## src/logic/ocm_pkg.sv

```systemverilog
// Shared constants and types for the operator console monitor
package ocm_pkg;
  // Timing: clock period and monitor entry budgets in nanoseconds
  localparam int CLK_PERIOD_NS = 50;
  localparam int MON_MAX_NS    = 20000;
  localparam int MON_IDLE_NS   = 6000;
  // Longest times round down to whole cycles
  localparam int MON_MAX_CYC   = MON_MAX_NS / CLK_PERIOD_NS;
  localparam int MON_IDLE_CYC  = MON_IDLE_NS / CLK_PERIOD_NS;
  localparam int SLOT_W        = 10;
  // Field widths
  localparam int ARG_W   = 24;
  localparam int OCT_W   = 3;
  localparam int LET_FLD = 5;
  localparam int LET_W   = 4 * LET_FLD;
  localparam int MASK_W  = 16;
  localparam int LEVEL_W = 4;
  localparam int ALD_W   = 4;
  localparam logic [LEVEL_W-1:0] LEVEL_ZERO = 4'h0;
  // Character codes
  localparam logic [7:0] CH_0     = 8'h30;
  localparam logic [7:0] CH_7     = 8'h37;
  localparam logic [7:0] CH_A     = 8'h41;
  localparam logic [7:0] CH_Y     = 8'h59;
  localparam logic [7:0] CH_Z     = 8'h5A;
  localparam logic [7:0] CH_AT    = 8'h40;
  localparam logic [7:0] CH_SP    = 8'h20;
  localparam logic [7:0] CH_LT    = 8'h3C;
  localparam logic [7:0] CH_SLASH = 8'h2F;
  localparam logic [7:0] CH_CR    = 8'h0D;
  localparam logic [7:0] CH_STAR  = 8'h2A;
  localparam logic [7:0] CH_ESC   = 8'h1B;
  localparam logic [7:0] CH_EXCL  = 8'h21;
  localparam logic [7:0] CH_DOL   = 8'h24;
  localparam logic [7:0] CH_AMP   = 8'h26;
  localparam logic [7:0] CH_DOT   = 8'h2E;
  localparam logic [7:0] CH_QUOTE = 8'h22;
  localparam logic [7:0] CH_HASH  = 8'h23;
  localparam logic [7:0] CH_QM    = 8'h3F;
  // Packed letter words, one 5-bit field per letter (A = 1)
  localparam logic [LET_W-1:0] WORD_CLEAR = {5'h0D, 5'h01, 5'h03, 5'h0C};
  localparam logic [LET_W-1:0] WORD_STOP  = {5'h13, 5'h14, 5'h0F, 5'h10};
  // Commands handed to the CPU side
  typedef enum logic [3:0] {
    CMD_NONE, CMD_LETTERS, CMD_EXAMINE, CMD_START, CMD_STEP, CMD_LOAD,
    CMD_BREAK, CMD_MANUAL, CMD_MEMTEST, CMD_LOCATION
  } ocm_cmd_t;
  // Master clear sequence
  typedef enum logic [2:0] {MC_IDLE, MC_LAMPS, MC_CLEAR, MC_TEST, MC_LEVEL} ocm_mc_t;
  // Monitor entry slot
  typedef enum logic {MS_DORMANT, MS_SLOT} ocm_ms_t;
endpackage : ocm_pkg

```

## src/logic/ocm_console.sv

```systemverilog
// Operator console monitor: panel, master clear and character interpreter
`timescale 1ns/100ps
`default_nettype none

//
// Function
// - Master clear lights red and green lamps before the routine runs.
// - Clear button, clear command, power-up or bus line start master clear.
// - Routine: green off, mask cleared, paging and interrupts off, ring mode, physical.
// - Self-test pass lights green and sets terminal to 7 bits even parity.
// - Master clear ends with level change to level 0, then stop mode.
// - Stop button acts like the typed stop command.
// - Load button acts like a typed bootstrap load character.
// - Attention button routes console input to monitor while running.
// - Monitor prints a hash at the start of each line.
// - Locked key ignores buttons; auto restart only when locked.
// - Run lamp while running; attention lamp while monitor active.
// - Run plus attention: input to monitor only, output from both.
// - Monitor never waits on the terminal; postponed work resumes later.
// - Entry lasts at most 20 us, 6 us without terminal work.
// - Octal digits and letters accumulate; letters act on return or slash.
// - At-sign or space discards the current line.
// - Less-than separates lower and upper dump bounds.
// - Escape ends monitor link while running; no effect stopped.
// - Start, step, load, breakpoint, manual, memory test only when stopped.
// - Illegal characters echo a question mark and discard the line.
// - Typed clear command runs the same master clear routine.
// - Typed stop halts without level change; exclamation continues.
module ocm_console
  import ocm_pkg::*;
(
  input  wire logic               mclk_in,
  input  wire logic               sys_rst_in,
  input  wire logic               key_locked_in,
  input  wire logic               btn_clear_in,
  input  wire logic               btn_stop_in,
  input  wire logic               btn_load_in,
  input  wire logic               btn_attn_in,
  input  wire logic               master_clear_line_in,
  input  wire logic               power_restored_in,
  input  wire logic [ALD_W-1:0]   autoload_selector_in,
  input  wire logic               self_test_done_in,
  input  wire logic               self_test_ok_in,
  input  wire logic               mask_wr_in,
  input  wire logic [MASK_W-1:0]  mask_data_in,
  input  wire logic               paging_on_in,
  input  wire logic               int_on_in,
  input  wire logic               mon_entry_in,
  input  wire logic               rx_valid_in,
  input  wire logic [7:0]         rx_char_in,
  input  wire logic               tx_ready_in,
  output logic                    rx_take_out,
  output logic                    prog_rx_valid_out,
  output logic                    rx_int_inhibit_out,
  output logic                    tx_valid_out,
  output logic [7:0]              tx_char_out,
  output logic                    lamp_red_out,
  output logic                    lamp_green_out,
  output logic                    lamp_run_out,
  output logic                    lamp_attn_out,
  output logic                    cpu_run_out,
  output logic                    mon_busy_out,
  output logic [MASK_W-1:0]       interrupt_enable_mask_out,
  output logic                    paging_on_out,
  output logic                    int_system_on_out,
  output logic                    paging_reset_ring_mode_out,
  output logic                    phys_examine_out,
  output logic                    term_7bit_even_out,
  output logic                    self_test_start_out,
  output logic                    level_change_out,
  output logic [LEVEL_W-1:0]      level_out,
  output logic                    auto_restart_out,
  output logic                    cmd_valid_out,
  output logic [3:0]              cmd_code_out,
  output logic [ARG_W-1:0]        cmd_arg_out,
  output logic [ARG_W-1:0]        cmd_lower_out,
  output logic [LET_W-1:0]        cmd_letters_out,
  output logic [ALD_W-1:0]        cmd_autoload_out
);

  ocm_mc_t              mc_state;
  ocm_ms_t              ms_state;
  logic                 pwr_up;
  logic                 run;
  logic                 attn;
  logic                 mon_active;
  logic                 mon_active_q;
  logic                 ld_req;
  logic [SLOT_W-1:0]    slot_cnt;
  logic                 slot_first;
  logic                 pend_valid;
  logic [7:0]           pend_char;
  logic                 prompt_pend;
  logic [ARG_W-1:0]     arg;
  logic [ARG_W-1:0]     lower;
  logic [LET_W-1:0]     letters;
  logic                 mc_req;
  logic                 have_char;
  logic [7:0]           cur;
  logic                 take;
  logic                 is_digit;
  logic                 is_letter;
  logic                 is_break;
  logic                 is_stop_only;
  logic                 is_legal;
  logic                 master_clear_command_hit;
  logic                 stop_hit;
  logic                 start_hit;
  logic                 esc_hit;
  logic                 echo;
  logic [7:0]           echo_char;

  ////////////////////////////////////////////////////////////////////////////
  // Panel and link decode

  assign mon_active = ~run | attn;
  // Load button is queued as a typed dollar sign
  assign have_char  = ld_req | (rx_valid_in & mon_active);
  assign cur        = ld_req ? CH_DOL : rx_char_in;
  // One character per entry, only when the echo path is free
  assign take = slot_first & have_char & ~pend_valid & ~prompt_pend & (mc_state == MC_IDLE);
  assign rx_take_out        = take & ~ld_req;
  // Program sees no input while the monitor owns the terminal
  assign prog_rx_valid_out  = rx_valid_in & run & ~attn;
  assign rx_int_inhibit_out = run & attn;
  assign lamp_run_out       = run;
  assign lamp_attn_out      = mon_active;
  assign cpu_run_out        = run;
  assign mon_busy_out       = (ms_state == MS_SLOT);
  assign tx_valid_out       = mon_busy_out & pend_valid;
  assign tx_char_out        = pend_char;
  assign level_out          = LEVEL_ZERO;

  // Master clear sources; panel button dead while locked
  assign mc_req = (btn_clear_in & ~key_locked_in) | master_clear_line_in
                  | master_clear_command_hit | pwr_up;

  ////////////////////////////////////////////////////////////////////////////
  // Character classification

  always_comb begin
    is_digit     = (cur >= CH_0) && (cur <= CH_7);
    is_letter    = (cur >= CH_A) && (cur <= CH_Y);
    is_break     = (cur == CH_AT) || (cur == CH_SP);
    is_stop_only = (cur == CH_EXCL) || (cur == CH_Z) || (cur == CH_DOL) || (cur == CH_AMP)
                   || (cur == CH_DOT) || (cur == CH_QUOTE) || (cur == CH_HASH);
    // Stop-only characters count as illegal while running
    is_legal     = is_digit || is_letter || is_break || (cur == CH_LT) || (cur == CH_SLASH)
                   || (cur == CH_CR) || (cur == CH_STAR) || (cur == CH_ESC)
                   || (is_stop_only && ~run);
    master_clear_command_hit  = take && (cur == CH_CR) && (letters == WORD_CLEAR);
    stop_hit  = (take && (cur == CH_CR) && (letters == WORD_STOP))
                || (btn_stop_in && ~key_locked_in);
    start_hit = take && (cur == CH_EXCL) && ~run;
    esc_hit   = take && (cur == CH_ESC) && run;
    echo      = take && (cur != CH_ESC);
    echo_char = is_legal ? cur : CH_QM;
  end

  ////////////////////////////////////////////////////////////////////////////
  // Master clear sequence

  always_ff @(posedge mclk_in) begin
    if (sys_rst_in) begin
      mc_state <= MC_IDLE;
    end else begin
      case (mc_state)
        MC_IDLE:  if (mc_req) mc_state <= MC_LAMPS;
        MC_LAMPS: mc_state <= MC_CLEAR;
        MC_CLEAR: mc_state <= MC_TEST;
        MC_TEST:  if (self_test_done_in) mc_state <= MC_LEVEL;
        MC_LEVEL: mc_state <= MC_IDLE;
        default:  mc_state <= MC_IDLE;
      endcase
    end
  end

  // Power-up request set while reset is held, dropped once honoured
  always_ff @(posedge mclk_in) begin
    if (sys_rst_in) begin
      pwr_up <= 1'b1;
    end else if (mc_state == MC_LAMPS) begin
      pwr_up <= 1'b0;
    end
  end

  // Lamps, machine mode bits and terminal setup
  always_ff @(posedge mclk_in) begin
    if (sys_rst_in) begin
      lamp_red_out               <= 1'b0;
      lamp_green_out             <= 1'b0;
      interrupt_enable_mask_out  <= '0;
      paging_on_out              <= 1'b0;
      int_system_on_out          <= 1'b0;
      paging_reset_ring_mode_out <= 1'b1;
      phys_examine_out           <= 1'b1;
      term_7bit_even_out         <= 1'b0;
      self_test_start_out        <= 1'b0;
      level_change_out           <= 1'b0;
    end else begin
      self_test_start_out <= (mc_state == MC_CLEAR);
      level_change_out    <= 1'b0;
      if (mask_wr_in) interrupt_enable_mask_out <= mask_data_in;
      if (paging_on_in) paging_on_out <= 1'b1;
      if (int_on_in) int_system_on_out <= 1'b1;
      case (mc_state)
        MC_LAMPS: begin
          lamp_red_out   <= 1'b1;
          lamp_green_out <= 1'b1;
        end
        MC_CLEAR: begin
          lamp_green_out             <= 1'b0;
          interrupt_enable_mask_out  <= '0;
          paging_on_out              <= 1'b0;
          int_system_on_out          <= 1'b0;
          paging_reset_ring_mode_out <= 1'b1;
          phys_examine_out           <= 1'b1;
        end
        MC_TEST: if (self_test_done_in && self_test_ok_in) begin
          lamp_green_out     <= 1'b1;
          lamp_red_out       <= 1'b0;
          term_7bit_even_out <= 1'b1;
        end
        MC_LEVEL: level_change_out <= 1'b1;
        default: ;
      endcase
    end
  end

  ////////////////////////////////////////////////////////////////////////////
  // Run state and attention link

  always_ff @(posedge mclk_in) begin
    if (sys_rst_in) begin
      run  <= 1'b0;
      attn <= 1'b0;
    end else if (mc_state != MC_IDLE || stop_hit) begin
      run  <= 1'b0;
      attn <= 1'b0;
    end else if (start_hit) begin
      run  <= 1'b1;
      attn <= 1'b0;
    end else if (btn_attn_in && ~key_locked_in && run) begin
      attn <= 1'b1;
    end else if (esc_hit) begin
      attn <= 1'b0;
    end
  end

  // Auto restart after power returns is allowed only under lock
  always_ff @(posedge mclk_in) begin
    if (sys_rst_in) begin
      auto_restart_out <= 1'b0;
    end else begin
      auto_restart_out <= power_restored_in && key_locked_in && (mc_state == MC_IDLE);
    end
  end

  // Load button waits until the parser can take it
  always_ff @(posedge mclk_in) begin
    if (sys_rst_in) begin
      ld_req <= 1'b0;
    end else if (btn_load_in && ~key_locked_in) begin
      ld_req <= 1'b1;
    end else if (take) begin
      ld_req <= 1'b0;
    end
  end

  ////////////////////////////////////////////////////////////////////////////
  // Entry slots: short when idle, bounded when there is terminal work

  always_ff @(posedge mclk_in) begin
    if (sys_rst_in) begin
      ms_state   <= MS_DORMANT;
      slot_cnt   <= '0;
      slot_first <= 1'b0;
    end else begin
      slot_first <= 1'b0;
      case (ms_state)
        MS_DORMANT: if (mon_active && (mon_entry_in || ~run)) begin
          ms_state   <= MS_SLOT;
          slot_first <= 1'b1;
          if (pend_valid || prompt_pend || have_char) begin
            slot_cnt <= SLOT_W'(MON_MAX_CYC - 1);
          end else begin
            slot_cnt <= SLOT_W'(MON_IDLE_CYC - 1);
          end
        end
        MS_SLOT: begin
          // Slot ends on time even if the terminal never became ready
          if (slot_cnt == '0) ms_state <= MS_DORMANT;
          else slot_cnt <= slot_cnt - 1'b1;
        end
        default: ms_state <= MS_DORMANT;
      endcase
    end
  end

  ////////////////////////////////////////////////////////////////////////////
  // Echo and prompt path; a single held character keeps output in order

  always_ff @(posedge mclk_in) begin
    if (sys_rst_in) begin
      pend_valid   <= 1'b0;
      pend_char    <= '0;
      prompt_pend  <= 1'b0;
      mon_active_q <= 1'b0;
    end else begin
      mon_active_q <= mon_active;
      if (tx_valid_out && tx_ready_in) begin
        pend_valid <= 1'b0;
      end else if (echo) begin
        pend_valid <= 1'b1;
        pend_char  <= echo_char;
      end else if (prompt_pend && ~pend_valid) begin
        pend_valid  <= 1'b1;
        pend_char   <= CH_HASH;
        prompt_pend <= 1'b0;
      end
      // New line on entry or after carriage return; set beats clear
      if ((mon_active && ~mon_active_q) || (take && cur == CH_CR)) begin
        prompt_pend <= 1'b1;
      end
    end
  end

  ////////////////////////////////////////////////////////////////////////////
  // Parser and command hand-off

  always_ff @(posedge mclk_in) begin
    if (sys_rst_in) begin
      arg              <= '0;
      lower            <= '0;
      letters          <= '0;
      cmd_valid_out    <= 1'b0;
      cmd_code_out     <= 4'(CMD_NONE);
      cmd_arg_out      <= '0;
      cmd_lower_out    <= '0;
      cmd_letters_out  <= '0;
      cmd_autoload_out <= '0;
    end else begin
      cmd_valid_out <= 1'b0;
      if (mc_state == MC_CLEAR) begin
        arg     <= '0;
        lower   <= '0;
        letters <= '0;
      end else if (take) begin
        cmd_arg_out      <= arg;
        cmd_lower_out    <= lower;
        cmd_letters_out  <= letters;
        cmd_autoload_out <= autoload_selector_in;
        // Any command or break empties the buffers
        arg     <= '0;
        lower   <= '0;
        letters <= '0;
        if (is_digit) begin
          arg     <= {arg[ARG_W-OCT_W-1:0], cur[OCT_W-1:0]};
          lower   <= lower;
          letters <= letters;
        end else if (is_letter) begin
          letters <= {letters[LET_W-LET_FLD-1:0], cur[LET_FLD-1:0]};
          arg     <= arg;
          lower   <= lower;
        end else if (cur == CH_LT) begin
          lower   <= arg;
          letters <= letters;
        end else if (cur == CH_ESC) begin
          arg     <= arg;
          lower   <= lower;
          letters <= letters;
        end else if (is_legal && !is_break) begin
          cmd_valid_out <= ~master_clear_command_hit && ~stop_hit;
          if (cur == CH_CR) cmd_code_out <= 4'(CMD_LETTERS);
          else if (cur == CH_SLASH) cmd_code_out <= 4'(CMD_EXAMINE);
          else if (cur == CH_STAR) cmd_code_out <= 4'(CMD_LOCATION);
          else if (cur == CH_EXCL) cmd_code_out <= 4'(CMD_START);
          else if (cur == CH_Z) cmd_code_out <= 4'(CMD_STEP);
          else if (cur == CH_DOT) cmd_code_out <= 4'(CMD_BREAK);
          else if (cur == CH_QUOTE) cmd_code_out <= 4'(CMD_MANUAL);
          else if (cur == CH_HASH) cmd_code_out <= 4'(CMD_MEMTEST);
          else cmd_code_out <= 4'(CMD_LOAD);
        end
        // Break and illegal characters fall through with buffers emptied
      end
    end
  end

  ////////////////////////////////////////////////////////////////////////////
  // Checks

  logic [SLOT_W-1:0] slot_len;

  // Helper: cycles spent in the current slot
  always_ff @(posedge mclk_in) begin
    if (sys_rst_in || ms_state == MS_DORMANT) slot_len <= '0;
    else slot_len <= slot_len + 1'b1;
  end
endmodule : ocm_console

`default_nettype wire

```

## config.mk

```make
export PLATFORM = sky130hd
export DESIGN_NAME = ocm_console
export DESIGN_NICKNAME = d
export VERILOG_FILES = /design/src/logic/ocm_pkg.sv /design/src/logic/ocm_console.sv
export SDC_FILE = /design/constraint.sdc
export NUM_CORES = 1
export LEC_CHECK = 0
export BUFFER_PORTS_ARGS = -buffer_cell sky130_fd_sc_hd__buf_2
export CAP_MARGIN = 20
export CORE_MARGIN = 5
export CORE_UTILIZATION = 40
export DETAILED_ROUTE_END_ITERATION = 6
export PLACE_DENSITY = 0.63
export SYNTH_ARGS = -nofsm -noshare
export SYNTH_HDL_FRONTEND = slang
export SYNTH_SLANG_ARGS = --single-unit
```

## constraint.sdc

```tcl
create_clock -name mclk_in -period 3 [get_ports mclk_in]
set_clock_uncertainty 0.2 [all_clocks]
set_input_delay 0.6 -clock mclk_in [delete_from_list [all_inputs] [get_ports mclk_in]]
set_output_delay 0.6 -clock mclk_in [all_outputs]
set_load 0.01 [all_outputs]
```

==> results.sh <==
export IMPL_status="complete, no violations"
export IMPL_critPathMaxStageDelay_ns=0.53
export IMPL_clock_power_share_pct=41.3
export IMPL_cp_start_kind="flip-flop"
export IMPL_path_class="reg2out"
export IMPL_required_ns=2.20
export IMPL_crit_chain="nor2b_2, inv_1, a21o_1, nand2_2, nor2_1, buf_2"
export IMPL_io_pins=168
export IMPL_fin_crit_ns=2.76
export IMPL_port_buffer_count=161
export IMPL_regArea_um2=3980
export IMPL_cts_root_buf="clkbuf_16"
export IMPL_clk_pin_slew_ns=0.07
export IMPL_finalHoldViolCount=0
export IMPL_peakVddDrop_v=0.000390
export IMPL_drive_gt1_share_pct=21.2
export IMPL_synthToLayoutAreaGrowth_pct=21.1
export IMPL_grt_pass1_wl_um=33900
export IMPL_antenna_found_initial=0
export IMPL_rr_endpoint="tx_char_out[5]"
export IMPL_die_h_um=149
export IMPL_synth_edff_count=0
export IMPL_async_reset_ff_share_pct=0
export IMPL_avgRoutedWirePerCell_um=15.2
export IMPL_ys_seq_area_share_pct=51.4
export IMPL_p_int_mw=4.11
export IMPL_grt_start_max_net_pins=87
export IMPL_tritoncts="done"
export IMPL_fmax_ghz=0.362
export IMPL_maxCapViolCount=0
export IMPL_rsz0062_at_grt="no"
export IMPL_path_depth=6
export IMPL_num_vias=6951
export IMPL_critical_path_max_fanout=8
export IMPL_htreeDepth=4
export IMPL_grt_remaining_overflow=0
export IMPL_crit_slowest_cell="dfxtp_1"
export IMPL_seqPwrFrac_pct=50.2
export IMPL_fp_dieW_um=149
export IMPL_cp_num_buf_inv=2
export IMPL_insertion_delay_ns=0.43
export IMPL_p_sw_mw=1.36
export IMPL_cts_buffer_depth=2
export IMPL_antennaDiodeCount=0
export IMPL_coreArea_um2=19300
export IMPL_synthesis_area_um2=7760
export IMPL_r2r_start="ld_req"
export IMPL_hp_class="in2reg"
export IMPL_place_hpwl_um=14100
export IMPL_tns_ns=0
export IMPL_worstRegToRegCells=6
export IMPL_synth_distinct_cells=65
export IMPL_yosysWarningCount=0
export IMPL_cts_sinks=199
export IMPL_die_area_um2=22300
export IMPL_finalHoldWorstSlack_ns=0.169
export IMPL_routed_wl_um=20600
export IMPL_cts_made_buffers=17
export IMPL_drtPass1Iterations=6
export IMPL_max_slew_margin_rel_pct=28.2
export IMPL_track_usage_pct=18.6
export IMPL_worstMarginPinSlew_ns=1.08
export IMPL_gp_congestion=0.950
export IMPL_multi_input_area_um2=3450
export IMPL_via_per_inst=5.14
export IMPL_stdcell_area_um2=9390
export IMPL_p_leak_nw=3.71
export IMPL_ys_flop_type="dfxtp_1"
export IMPL_start_util_pct=40.2
export IMPL_crit_arrival_ns=1.96
export IMPL_holdPathEnd="int_system_on_out"
export IMPL_switching_share_pct=24.9
export IMPL_total_power_mw=5.47
export IMPL_final_nets=1121
export IMPL_setup_reg_to_reg_worst_slack_ns=0.35
export IMPL_stdcell_count=1353
export IMPL_synth_area_per_cell_um2=8.21
export IMPL_holdPathStages=3
export IMPL_ant_nets=0
export IMPL_syn_inst=945
export IMPL_synth_seq_cells=199
export IMPL_placed_cell_area_um2=8800
export IMPL_holdBufCountCts=0
export IMPL_dpl_cell_count=1321
export IMPL_drc=0
export IMPL_rows=51
export IMPL_initialDrtViolationCount=552
export IMPL_powerDensity_nw_per_um2=582
export IMPL_min_from="int_on_in"
export IMPL_end_kind="primary output"
export IMPL_finalCritPeriodShare_pct=92.0
export IMPL_drv_slew=0
export IMPL_comb_power_share_pct=8.4
export IMPL_cp_top_family="flip-flops"
export IMPL_finalSetupViolCount=0
export IMPL_fillCellCount=1900
export IMPL_grt_pass1_vias=6530
cell usage after synthesis, types with 3 or more instances:
master / number / area, um^2
nand4_1: 4 / 25.0
buf_2: 3 / 15.0
a211oi_1: 6 / 45.0
dfxtp_1: 199 / 3980
buf_4: 7 / 52.6
nor2b_1: 6 / 37.5
a311oi_1: 4 / 35.0
nand4b_1: 4 / 35.0
and3_1: 4 / 25.0
o21ai_0: 17 / 85.1
or2_2: 3 / 18.8
nor4_1: 6 / 37.5
a21oi_1: 119 / 596
nor3_1: 23 / 115
o211ai_1: 3 / 22.5
nand2_1: 195 / 732
nor4b_1: 5 / 43.8
clkbuf_1: 61 / 229
nand3_1: 33 / 165
xor2_1: 3 / 26.3
and2_1: 5 / 31.3
inv_1: 9 / 33.8
nor2_1: 105 / 394
a22oi_1: 44 / 330
a31oi_1: 3 / 18.8
mux2i_1: 16 / 160
buf_1: 3 / 11.3
nand2b_1: 8 / 50.1
metal layers:
layer	wire length [um]	share of wire, %	track usage, %
met5	0	0	0
met4	272	1.3	6.13
met3	1200	5.8	4.50
met2	9370	46	29.2
met1	9710	47	25.1
logic make-up after synthesis:
group	count (synthesis)	share of synthesized area, %
and+or+nand+nor	419	24.1
AOI/OAI and AO/OA	219	17.2
DFF	199	51.4
buffers and inverters	86	4.66
muxes	16	2.06
xor gates and xnor gates	3	0.339
other	2	0.0968
adders and majority gates	1	0.161
cells in the final DEF, fill, tap and decap left out, drive strengths merged, types with 13 or more instances in the layout:
master	count
a21oi	119
a22oi	44
buf	183
clkbuf	21
dfxtp	199
inv	13
mux2i	16
nand2	195
nand3	33
nor2	105
nor3	23
o21ai	18
final cells by class:
type | count | area share (%)
clock buffers | 21 | 5.12
clock inverters | 11 | 1.19
inverters | 10 | 0.400
multi-input cells | 664 | 36.7
flip-flops and latches | 199 | 42.4
well taps | 265 | 3.53
repair buffers | 183 | 10.6
stage by stage:
stage | setup slack, ns | utilization, %
finish | 0.240 | 48.7
global placement | 0.104 | 45.7
CTS | 0.146 | 48.7
floorplan | 0.263 | -
detailed placement | 0.0635 | 45.7
global route | 0.00865 | 48.7
power by group through the flow:
stage          Combinational (mW)  Sequential, mW  Clock, mW
2_1_floorplan               0.304            2.80          0
3_3_place_gp                0.461            2.81          0
3_5_place_dp                0.464            2.81          0
4_1_cts                     0.464            2.75       2.32
5_1_grt                     0.517            2.75       2.43
6_report                    0.461            2.75       2.26
worst min-delay path, cell delays in order:
cell	delay, ns
buf_2	0.08
nor2_1	0.03
nor2_1	0.06
timing repair:
item | 4_1_cts | 5_1_grt
endpoints found under the hold margin | 0 | 0
gates resized for setup | 0 | 1
endpoints found under the setup margin | 0 | 1
buffers inserted | 0 | 0
flip-flops by register name (all words and copies together) (netlist names), 3 cells and up:
name / cells
lower: 24
slot_cnt: 10
arg: 24
cmd_arg_out: 24
cmd_autoload_out: 4
cmd_code_out: 4
mc_state: 3
cmd_letters_out: 20
interrupt_enable_mask_out: 16
tx_char_out: 8
cmd_lower_out: 24
letters: 20
how the worst max path moves through the flow:
stage,start,end
floorplan,cpu_run_out,rx_take_out
global placement,rx_char_in[3],cmd_code_out[3]
detailed placement,rx_char_in[3],cmd_code_out[3]
CTS,cpu_run_out,rx_take_out
global route,ld_req,tx_char_out[5]
finish,cpu_run_out,rx_take_out
Note: power is estimated with default switching activity, not from simulation.
